**src/epg_regs.vh**
```
`ifndef EPG_REGS_VH
`define EPG_REGS_VH
// Clock period in ns
`define EPG_CLK_NS        10
// Initial pulse, nominal 1 ms, in ns and in cycles
`define EPG_PULSE_NS      1000000
`define EPG_PULSE_CYC     24'h0186a0
// Overprogram pulse per initial pulse, 3 ms
`define EPG_OVER_NS       3000000
`define EPG_OVER_CYC      24'h0493e0
// Data valid after gate low, 150 ns max
`define EPG_TOE_NS        150
`define EPG_TOE_CYC       24'h00000f
// Gate to float delay, 130 ns max
`define EPG_TDF_NS        130
`define EPG_TDF_CYC       24'h00000d
// Setup and hold, 2 us
`define EPG_SETUP_NS      2000
`define EPG_SETUP_CYC     24'h0000c8
// Most initial pulses per byte
`define EPG_MAX_TRIES     5'h19
// Counter width
`define EPG_CW            24
`endif

```
**src/epg_timer.v**
```verilog
`timescale 1ns/1ps
// Down counter; done in the last cycle of the loaded interval
module epg_timer (
    input  wire        clk,
    input  wire        rst_n,
    input  wire        load,
    input  wire [23:0] value,
    output wire        done
);
    reg [23:0] count_reg;

    // Counts down and holds at zero
    always @(posedge clk or negedge rst_n) begin
        if (!rst_n) begin
            count_reg <= 24'h000000;
        end else if (load) begin
            count_reg <= value;
        end else if (count_reg != 24'h000000) begin
            count_reg <= count_reg - 24'h000001;
        end
    end

    // Done must not look at load: load is built from done upstream
    assign done = (count_reg <= 24'h000001);
endmodule // epg_timer

```
**src/epg_programmer.v**
```verilog
`timescale 1ns/1ps
// Behaviour
// - Program: supply raised, select low, data
// - 1 ms pulses, then 3X ms overprogram
// - Initial pulse 0.95 to 1.05 ms
// - Overprogram pulse 2.85 to 78.75 ms
// - Final readback compare at 5 V; not done here, S_OVER goes straight to S_END
// - Parallel: only selected chip programs
// - Standard verify: gate low, select high
// - Optional verify: gate and select low
// - Shared bus: verify at read level; here PIN_VPP_HIGH and PIN_VCC_HIGH stay raised through verify
// - Signature entered by raised PIN_SIG_HIGH line
// - Signature: other address lines held low
// - Wait data valid and float delays
`include "epg_regs.vh"
module epg_programmer (
    CLOCK,
    NRST,
    START,
    OP,
    ADDR,
    WDATA,
    OPT_VERIFY,
    BUSY,
    DONE,
    FAIL,
    RDATA,
    TRIES,
    PIN_ADDR,
    PIN_SIG_HIGH,
    PIN_CE_N,
    PIN_OE_N,
    PIN_VPP_HIGH,
    PIN_VCC_HIGH,
    PIN_DATA_IN,
    PIN_DATA_OUT,
    PIN_DATA_OE_N
);
    input  wire        CLOCK;
    input  wire        NRST;
    input  wire        START;
    input  wire [1:0]  OP;
    input  wire [14:0] ADDR;
    input  wire [7:0]  WDATA;
    input  wire        OPT_VERIFY;
    output wire        BUSY;
    output reg         DONE;
    output reg         FAIL;
    output reg  [7:0]  RDATA;
    output reg  [4:0]  TRIES;
    output reg  [14:0] PIN_ADDR;
    output reg         PIN_SIG_HIGH;
    output reg         PIN_CE_N;
    output reg         PIN_OE_N;
    output reg         PIN_VPP_HIGH;
    output reg         PIN_VCC_HIGH;
    input  wire [7:0]  PIN_DATA_IN;
    output reg  [7:0]  PIN_DATA_OUT;
    output reg         PIN_DATA_OE_N;

    // Operations
    localparam [1:0] OP_PROG = 2'h0;
    localparam [1:0] OP_READ = 2'h1;
    localparam [1:0] OP_SIG  = 2'h2;
    // States
    localparam [3:0] S_IDLE  = 4'h0;
    localparam [3:0] S_SETUP = 4'h1;
    localparam [3:0] S_PULSE = 4'h2;
    localparam [3:0] S_HOLD  = 4'h3;
    localparam [3:0] S_VOE   = 4'h4;
    localparam [3:0] S_VSAMP = 4'h5;
    localparam [3:0] S_FLOAT = 4'h6;
    localparam [3:0] S_OVER  = 4'h7;
    localparam [3:0] S_RSET  = 4'h8;
    localparam [3:0] S_END   = 4'h9;

    reg        rs1_reg;
    reg        rs2_reg;
    wire       rst_n;
    reg  [3:0] state_reg;
    reg  [1:0] op_reg;
    reg        opt_reg;
    reg        tload;
    reg [23:0] tval;
    wire       tdone;

    // Reset released through two flops
    always @(posedge CLOCK or negedge NRST) begin
        if (!NRST) begin
            rs1_reg <= 1'b0;
            rs2_reg <= 1'b0;
        end else begin
            rs1_reg <= 1'b1;
            rs2_reg <= rs1_reg;
        end
    end
    assign rst_n = rs2_reg;

    epg_timer u_timer (
        .clk   (CLOCK),
        .rst_n (rst_n),
        .load  (tload),
        .value (tval),
        .done  (tdone)
    );

    assign BUSY = (state_reg != S_IDLE);

    // Timer loads on each state entry except the return to S_IDLE
    always @* begin
        tload = 1'b0;
        tval  = 24'h000000;
        case (state_reg)
            S_IDLE: begin
                tload = START;
                tval  = `EPG_SETUP_CYC;
            end
            S_SETUP: begin
                tload = tdone;
                tval  = (op_reg == OP_PROG) ? `EPG_PULSE_CYC
                                             : `EPG_TOE_CYC;
            end
            S_PULSE, S_OVER: begin
                tload = tdone;
                tval  = `EPG_SETUP_CYC;
            end
            S_HOLD, S_VOE: begin
                tload = tdone;
                tval  = 24'h000001;
            end
            // Gate low long enough for valid data
            S_RSET: begin
                tload = tdone;
                tval  = `EPG_TOE_CYC;
            end
            S_VSAMP: begin
                tload = 1'b1;
                tval  = `EPG_TDF_CYC;
            end
            S_FLOAT: begin
                tload = tdone;
                tval  = (RDATA == PIN_DATA_OUT)
                        ? `EPG_OVER_CYC * TRIES : `EPG_PULSE_CYC;
            end
            default: begin
                tload = 1'b0;
                tval  = 24'h000000;
            end
        endcase
    end

    // Main sequencer
    always @(posedge CLOCK or negedge rst_n) begin
        if (!rst_n) begin
            state_reg     <= S_IDLE;
            op_reg        <= OP_PROG;
            opt_reg       <= 1'b0;
            DONE          <= 1'b0;
            FAIL          <= 1'b0;
            RDATA         <= 8'h00;
            TRIES         <= 5'h00;
            PIN_ADDR      <= 15'h0000;
            PIN_SIG_HIGH  <= 1'b0;
            PIN_CE_N      <= 1'b1;
            PIN_OE_N      <= 1'b1;
            PIN_VPP_HIGH  <= 1'b0;
            PIN_VCC_HIGH  <= 1'b0;
            PIN_DATA_OUT  <= 8'hff;
            PIN_DATA_OE_N <= 1'b1;
        end else begin
            DONE <= 1'b0;
            case (state_reg)
                S_IDLE: begin
                    if (START) begin
                        op_reg  <= OP;
                        opt_reg <= OPT_VERIFY;
                        FAIL    <= 1'b0;
                        TRIES   <= 5'h00;
                        PIN_OE_N <= 1'b1;
                        if (OP == OP_SIG) begin
                            PIN_ADDR     <= {14'h0000, ADDR[0]};
                            PIN_SIG_HIGH <= 1'b1;
                        end else begin
                            PIN_ADDR <= ADDR;
                        end
                        if (OP == OP_PROG) begin
                            PIN_VPP_HIGH  <= 1'b1;
                            PIN_VCC_HIGH  <= 1'b1;
                            PIN_DATA_OUT  <= WDATA;
                            PIN_DATA_OE_N <= 1'b0;
                        end else begin
                            PIN_VPP_HIGH <= 1'b0;
                            PIN_VCC_HIGH <= 1'b0;
                        end
                        state_reg <= S_SETUP;
                    end
                end
                S_SETUP: begin
                    if (tdone) begin
                        if (op_reg == OP_PROG) begin
                            PIN_CE_N  <= 1'b0;
                            TRIES     <= TRIES + 5'h01;
                            state_reg <= S_PULSE;
                        end else begin
                            PIN_CE_N  <= 1'b0;
                            PIN_OE_N  <= 1'b0;
                            state_reg <= S_VOE;
                        end
                    end
                end
                S_PULSE: begin
                    if (tdone) begin
                        PIN_CE_N  <= 1'b1;
                        state_reg <= S_HOLD;
                    end
                end
                S_HOLD: begin
                    // Data hold before releasing the bus
                    if (tdone) begin
                        PIN_DATA_OE_N <= 1'b1;
                        state_reg     <= S_RSET;
                    end
                end
                S_RSET: begin
                    if (tdone) begin
                        PIN_OE_N  <= 1'b0;
                        PIN_CE_N  <= ~opt_reg;
                        state_reg <= S_VOE;
                    end
                end
                S_VOE: begin
                    if (tdone) begin
                        state_reg <= S_VSAMP;
                    end
                end
                S_VSAMP: begin
                    RDATA     <= PIN_DATA_IN;
                    PIN_OE_N  <= 1'b1;
                    PIN_CE_N  <= 1'b1;
                    state_reg <= S_FLOAT;
                end
                S_FLOAT: begin
                    if (tdone) begin
                        if (op_reg != OP_PROG) begin
                            state_reg <= S_END;
                        end else if (RDATA == PIN_DATA_OUT) begin
                            PIN_DATA_OE_N <= 1'b0;
                            PIN_CE_N      <= 1'b0;
                            state_reg     <= S_OVER;
                        end else if (TRIES == `EPG_MAX_TRIES) begin
                            FAIL      <= 1'b1;
                            state_reg <= S_END;
                        end else begin
                            PIN_DATA_OE_N <= 1'b0;
                            PIN_CE_N      <= 1'b0;
                            TRIES         <= TRIES + 5'h01;
                            state_reg     <= S_PULSE;
                        end
                    end
                end
                S_OVER: begin
                    if (tdone) begin
                        PIN_CE_N      <= 1'b1;
                        state_reg     <= S_END;
                    end
                end
                default: begin
                    // Drop supplies and leave the bus idle
                    PIN_DATA_OE_N <= 1'b1;
                    PIN_VPP_HIGH  <= 1'b0;
                    PIN_VCC_HIGH  <= 1'b0;
                    PIN_SIG_HIGH  <= 1'b0;
                    PIN_CE_N      <= 1'b1;
                    PIN_OE_N      <= 1'b1;
                    DONE          <= 1'b1;
                    state_reg     <= S_IDLE;
                end
            endcase
        end
    end
endmodule // epg_programmer

```
**config.mk**
```make
export PLATFORM = sky130hd
export DESIGN_NAME = epg_programmer
export DESIGN_NICKNAME = d
export VERILOG_FILES = /design/src/epg_timer.v /design/src/epg_programmer.v
export VERILOG_INCLUDE_DIRS = /design/src /design/src/src
export SDC_FILE = /design/constraint.sdc
export NUM_CORES = 1
export LEC_CHECK = 0
export ABC_AREA = 1
export ABC_CLOCK_PERIOD_IN_PS = 2100
export BUFFER_PORTS_ARGS = -buffer_cell sky130_fd_sc_hd__buf_4
export CORE_MARGIN = 1
export CORE_UTILIZATION = 35
export CTS_CLUSTER_DIAMETER = 100
export CTS_CLUSTER_SIZE = 10
export DETAILED_ROUTE_END_ITERATION = 8
export PLACE_DENSITY = 0.64
export SYNTH_ARGS = -nofsm -noshare
export SYNTH_HDL_FRONTEND = slang
export SYNTH_SLANG_ARGS = --single-unit
```
**constraint.sdc**
```tcl
create_clock -name CLOCK -period 2.1 [get_ports CLOCK]
set_input_delay 0.42 -clock CLOCK [delete_from_list [all_inputs] [get_ports CLOCK]]
set_output_delay 0.42 -clock CLOCK [all_outputs]
set_load 0.05 [all_outputs]
```
==> results of run 1 <==
final timing paths:
kind / startpoint / to / slack, ns / cells past startpoint
min in group asynchronous: rs2_reg / TRIES[4] / 0.31 / 0
setup / recovery: TRIES[4] / u_timer.count_reg[9] / -1.07 / 14
hold / removal: PIN_DATA_IN[7] / RDATA[7] / 0.27 / 3
hold reg to reg: rs2_reg / TRIES[4] / 0.31 / 0
max in group asynchronous: rs2_reg / PIN_DATA_OUT[3] / 1.14 / 1
setup reg to reg: TRIES[4] / u_timer.count_reg[9] / -1.07 / 14
per-stage QoR:
stage / hold WS [ns] / setup WS [ns] / instances / utilization [%]
CTS: 0.256 / -1.02 / 1192 / 47.3
floorplan: 0.124 / -1.17 / 820 / -
global route: 0.279 / -1.28 / 1196 / 48.3
finish: 0.267 / -1.07 / 1196 / 48.3
global placement: 0.204 / -1.02 / 1168 / 44.3
detailed placement: 0.203 / -1.06 / 1168 / 44.3
cell type report:
type / instances / area [um2]
repair buffers: 157 / 1210
fillers: 1587 / 8280
flip-flops and latches: 76 / 1920
inverters: 111 / 419
clock inverters: 7 / 67.6
well taps: 216 / 270
clock buffers: 9 / 225
multi-input cells: 620 / 3610
cell families (layout without fill, tap and decap cells):
logic type / count (synthesis) / in the layout / share of synthesized area (%)
multiplexers: 7 / 7 / 1.37
buffers and inverters: 124 / 284 / 8.91
XOR/XNOR: 26 / 26 / 3.95
AND/OR/NAND/NOR: 466 / 466 / 35.4
adder cells (fa/ha/maj): 42 / 42 / 10.1
other: 1 / 1 / 0.0650
flip-flops: 76 / 76 / 33.2
AO/OA/AOI/OAI: 78 / 78 / 7.01
cell usage in the layout, fill, tap and decap left out, types with 6 or more instances in the layout:
cell type | Yosys | layout
inv_2 | 8 | 12
nand4_1 | 13 | 13
nor3_1 | 7 | 7
inv_1 | 102 | 98
nand3_2 | 4 | 12
nand2_2 | 8 | 15
dfstp_2 | 11 | 11
dfrtp_1 | 65 | 61
o21ai_0 | 33 | 30
nor2_2 | 2 | 6
nand2_1 | 258 | 250
ha_1 | 34 | 25
a21oi_2 | 1 | 8
nand3_1 | 56 | 45
xnor2_1 | 9 | 9
clkbuf_16 | 0 | 9
mux2_2 | 7 | 7
a21oi_1 | 37 | 30
buf_4 | 2 | 151
nor2_4 | 7 | 9
ha_4 | 0 | 8
fa_1 | 8 | 7
nor2_1 | 98 | 92
xor2_1 | 17 | 17
power by group:
group	internal (mW)	total (mW)	switching, mW
sequential	2.08	2.57	0.483
clock	0.829	1.52	0.689
combinational	1.96	5.59	3.63
per-layer routing:
layer  part of all wire, %  track usage (%)  up-vias
met1                    46             25.0     2523
met3                   3.1             2.93       19
li1                      -                -     2894
met4                   1.5             5.48        0
met5                     0                0        -
met2                    49             32.1       85
worst max-delay path: cells and delay by family (launching register included):
family	cells	cell delay [ns]
AND/OR/NAND/NOR	3	0.18
buffers and inverters	5	0.44
AO/OA/AOI/OAI	1	0.11
XOR/XNOR	1	0.13
adder cells (fa/ha/maj)	4	1.77
flip-flops	1	0.41
what timing repair did:
action,in CTS,in global routing
gates resized for setup,28,23
setup endpoints to repair,16,34
buffers inserted,7,4
hold buffers,1,0
pin swaps,22,15
hold endpoints to repair,2,0
==> summary.md, run 1 <==
| Metric | Value |
|---|---|
| Synth top area cells | dfrtp_1 (28%), nand2_1 (17%), ha_1 (7.4%) |
| Startpoint types | register |
| Most frequent cells after synthesis | nand2_1 (258), inv_1 (102), nor2_1 (98) |
| DR WL/cell | 12.9 um |
| Rows | 46 |
| Max VDD drop | 0.873 mV |
| Layout Nets | 1054 |
| Fin crit period | 3.17 ns |
| Initial Utilization | 36.1% |
| Synth top area share | 28.2% |
| Worst slew margin | 63.7% |
| CTS buffer count | 9 |
| Final Hold Vio Count | 0 |
| Number of antenna violations at the first check in global routing | 0 |
| Status | complete, but fails checks |
| Cell area after synthesis | 0.00577 mm2 |
| CP Data Required Time | 2.34 ns |
| Worst stage delay on the critical path | 0.58 ns |
| Placed cell area | 0.00709 mm2 |
| GPL Wtd Cong | 0.913 |
| Skew final | 0.00779 ns |
| H-tree levels | 3 |
| Cells after Synth | 820 |
| I/O Pins | 82 |
| Data arrival time of the worst path | 3.41 ns |
| Synth Register Bits | 76 |
| First drt pass iteration count | 4 |
| Post-synth net total | 899 |
| Final Max Tran Viols | 0 |
| DP HPWL | 11.9 mm |
| Final setup fails | 16 |
| Design Area, Final | 0.00772 mm2 |
| Period utilization | 151% |
| P&R area growth vs syn | 33.8% |
| Max FFs per register | 24 |
| Grt ovf | 0 |
| Seq/Total Area, Yosys | 33.2% |
| Crit Path Class | register to register |
| Die W | 130 um |
| Total track usage | 18.9% |
| Crit-path most repeated cell | fa_1 |
| N_diodes | 0 |
| CP max stage cell | fa_1 |
| Layout cells sized above 1 | 28.4% |
| CTS max path bufs | 2 |
| Clk root buf | clkbuf_16 |
| Vias | 5521 |
| First-pass GRT wire length | 25.1 mm |
| Clock transition at the registers of the reported paths | 0.07 ns |
| IO Port Bufs | 81 |
| Worst hold path class | input port to register |
| Pwr dens | 1250 mW/mm2 |
| Setup ws final | -1.07 ns |
| Total power | 9.67 mW |
| Clk sink count | 76 |
| Vias per cell | 4.62 |
| RSZ-0062 raised after global routing | yes |
| # DRC | 0 |
| Failing checks | setup timing |
| Pin count of the biggest net entering global routing | 39 |
| Routed Antenna Nets | 0 |
| Die Y | 130 um |
| Worst-Skew Late Latency | 0.35 ns |
| Initial drt markers | 309 |
| Leak | 4.11 nW |
| Post-synth ARST share | 100% |
| Vias in the first global route | 5286 |
| Sum of negative setup slack | -15.48 ns |
| Mean area per synthesized cell | 7.04 um2 |
| Full die area | 0.0170 mm2 |
| Number of distinct library cells after synthesis | 43 |
| CP Max Fanout | 6 |
| Post-synth EDFFs | 0 |
| Crit-path cells | fa_1, inv_2, fa_1, fa_1, inv_2, ha_4, buf_4, buf_4, buf_6, xor2_1, o21ai_1, nand3_1, nand2_1, nor2_1 |
| CTS tree | done |
| Worst-Margin Slew | 0.545 ns |
| Routed WL | 15.4 mm |
| Worst setup EP type | register |
| Top-count cell post-synth | nand2_1 |
| Synth warn | 0 |
| Placeable Area | 0.0160 mm2 |
| Most used flip-flop cell after synthesis | dfrtp_1 |
| Max_cap viols | 0 |
| Fmax | 0.316 GHz |
| Synth area leader | dfrtp_1 |
(Power assumes the default switching activity.)
==> run 2: changes to the inputs <==
ABC_CLOCK_PERIOD_IN_PS = 2600   (was 2100)
CTS_BUF_LIST = sky130_fd_sc_hd__clkbuf_2   (was not set)
SLEW_MARGIN = 20   (was not set)
clock period = 2.6 ns   (was 2.1 ns; I/O delays follow)
==> summary.md, run 2 (same netlist as run 1, synthesis figures left out) <==
| Metric | Value |
|---|---|
| Status | complete, but fails checks |
| Failing checks | setup timing |
| Worst hold path class | input port to register |
| P&R area growth vs syn | 23.2% |
| Sum of negative setup slack | -8.33 ns |
| I/O Pins | 82 |
| Internal | 3.29 mW |
| Fmax | 0.310 GHz |
| Grt ovf | 0 |
| Switching part of the total | 52.7% |
| Vias in the first global route | 5166 |
| Placeable Area | 0.0160 mm2 |
| Routed Antenna Nets | 0 |
| Met1 Track Usage GR | 24.5% |
| IO Port Bufs | 81 |
| # DRC | 0 |
| Setup ws final | -0.625 ns |
| Layout cells sized above 1 | 23.4% |
| Met3 usage | 2.69% |
| Skew final | 0.0465 ns |
| Worst slew margin | 53.0% |
| Switching pwr | 3.67 mW |
| Worst-Margin Slew | 0.705 ns |
| Combinational share of power | 60.7% |
| Worst stage delay on the critical path | 0.60 ns |
| Max FFs per register | 24 |
| Die Y | 130 um |
| Pin count of the biggest net entering global routing | 54 |
| Die W | 130 um |
| Startpoint types | register |
| Initial drt markers | 350 |
| Rows | 46 |
| First-pass GRT wire length | 24.5 mm |
| Layer with the highest usage | met2 |
| Final Max Tran Viols | 0 |
| Vias | 5424 |
| Seq pwr share | 29.7% |
| First drt pass iteration count | 5 |
| CP max stage cell | fa_2 |
| Most common cell after layout, fill and taps aside | nand2_1 |
| CTS buffer count | 9 |
| Max VDD drop | 0.698 mV |
| Full die area | 0.0170 mm2 |
| DR WL/cell | 12.8 um |
| Crit Path Class | register to register |
| Clk sink count | 76 |
| Final setup fails | 15 |
| Vias per cell | 4.67 |
| GPL Wtd Cong | 0.921 |
| Clock transition at the registers of the reported paths | 0.22 ns |
| Crit-path most repeated cell | nand2_1 |
| Most frequent cells in the layout | nand2_1 (255), buf_4 (117), inv_1 (98) |
| CTS tree | done |
| Fin crit period | 3.23 ns |
| Leak | 3.86 nW |
| Crit-path cells | fa_2, inv_2, fa_1, fa_1, inv_2, ha_4, nand3_2, nand3_4, nand2_1, nand2_1, nand2_1, nand2_1, nand2_1, nand2_1, nor2_1, nor2_1, nor2_1 |
| Data arrival time of the worst path | 3.70 ns |
| RSZ-0062 raised after global routing | yes |
| DP HPWL | 11.8 mm |
| Worst-Skew Late Latency | 0.58 ns |
| Number of antenna violations at the first check in global routing | 0 |
| Initial Utilization | 36.1% |
| Clk root buf | clkbuf_2 |
| Worst setup EP type | register |
| Total power | 6.96 mW |
| Max_cap viols | 0 |
| Filler cells | 1727 |
| Share of total power in the clock network | 9.6% |
| CTS max path bufs | 2 |
| M2 GR Usage | 30.6% |
| Total track usage | 18.3% |
| Pwr dens | 980 mW/mm2 |
| CP Data Required Time | 3.08 ns |
| CP Max Fanout | 6 |
| Period utilization | 124% |
| Routed WL | 14.8 mm |
| H-tree levels | 3 |
| Final Hold Vio Count | 0 |
| Post-placement worst setup slack | -0.601 ns |
| Layout Nets | 1018 |
[run 2: area by class of cell]
| class | count | area, um2 | share of cell area [%] |
|---|---|---|---|
| tap | 216 | 270 | 3.80 |
| sequential | 76 | 1920 | 27.1 |
| clock inverter | 6 | 63.8 | 0.898 |
| timing repair buffer | 121 | 926 | 13.0 |
| antenna | 1 | 2.50 | 0.0352 |
| clock buffer | 10 | 50.0 | 0.704 |
| inverter | 111 | 419 | 5.90 |
| multi-input combinational | 620 | 3450 | 48.6 |
[run 2: worst paths after layout]
| kind | slack (ns) | startpoint | to | cells past startpoint |
|---|---|---|---|---|
| min in group asynchronous | 0.24 | NRST | rs2_reg | 2 |
| max in group asynchronous | 1.47 | rs2_reg | PIN_DATA_OUT[4] | 1 |
| hold reg to reg | 0.37 | rs2_reg | FAIL | 0 |
| setup / recovery | -0.63 | TRIES[4] | u_timer.count_reg[21] | 17 |
| hold / removal | 0.13 | PIN_DATA_IN[7] | RDATA[7] | 3 |
| setup reg to reg | -0.63 | TRIES[4] | u_timer.count_reg[21] | 17 |
[run 2: power groups by stage]
stage / logic [mW] / clock network [mW] / registers [mW]
2_1_floorplan: 2.16 / 0 / 3.02
3_3_place_gp: 4.17 / 0 / 2.10
3_5_place_dp: 4.19 / 0 / 2.09
4_1_cts: 4.23 / 0.699 / 2.07
5_1_grt: 4.65 / 0.740 / 2.14
6_report: 4.23 / 0.670 / 2.07
[run 2: repair_timing]
| action | 4_1_cts | 5_1_grt |
|---|---|---|
| hold endpoints to repair | 2 | 0 |
| endpoints found under the setup margin | 15 | 16 |
| cloned | 0 | 0 |
| pin swaps | 6 | 10 |
| hold buffers | 1 | 0 |
| resized for setup | 6 | 21 |
| buffers inserted | 2 | 1 |
[run 2: per-stage QoR]
step                      instances  util (%)  hold slack (ns)  instance area [um2]
final                          1161      44.4            0.125                 7110
after global routing           1160      44.4            0.101                 7100
after CTS                      1159      43.9           0.0869                 7020
after global placement         1140      42.9            0.303                 6860
after detailed placement       1140      42.9            0.305                 6860
after floorplan                 820         -            0.224                 5810
[run 2: worst max-delay path, delay by kind of cell (launching register included)]
| family | cells | cell delay (ns) |
|---|---|---|
| adders and majority gates | 4 | 1.83 |
| and+or+nand+nor | 11 | 0.75 |
| buffers and inverters | 2 | 0.10 |
| DFF | 1 | 0.46 |
[run 2: routing by layer]
layer  share of wire [%]  routed length (um)
met1                  47                6930
met2                  48                7170
met3                 3.7                 554
met4                 1.4                 201
met5                   0                   0
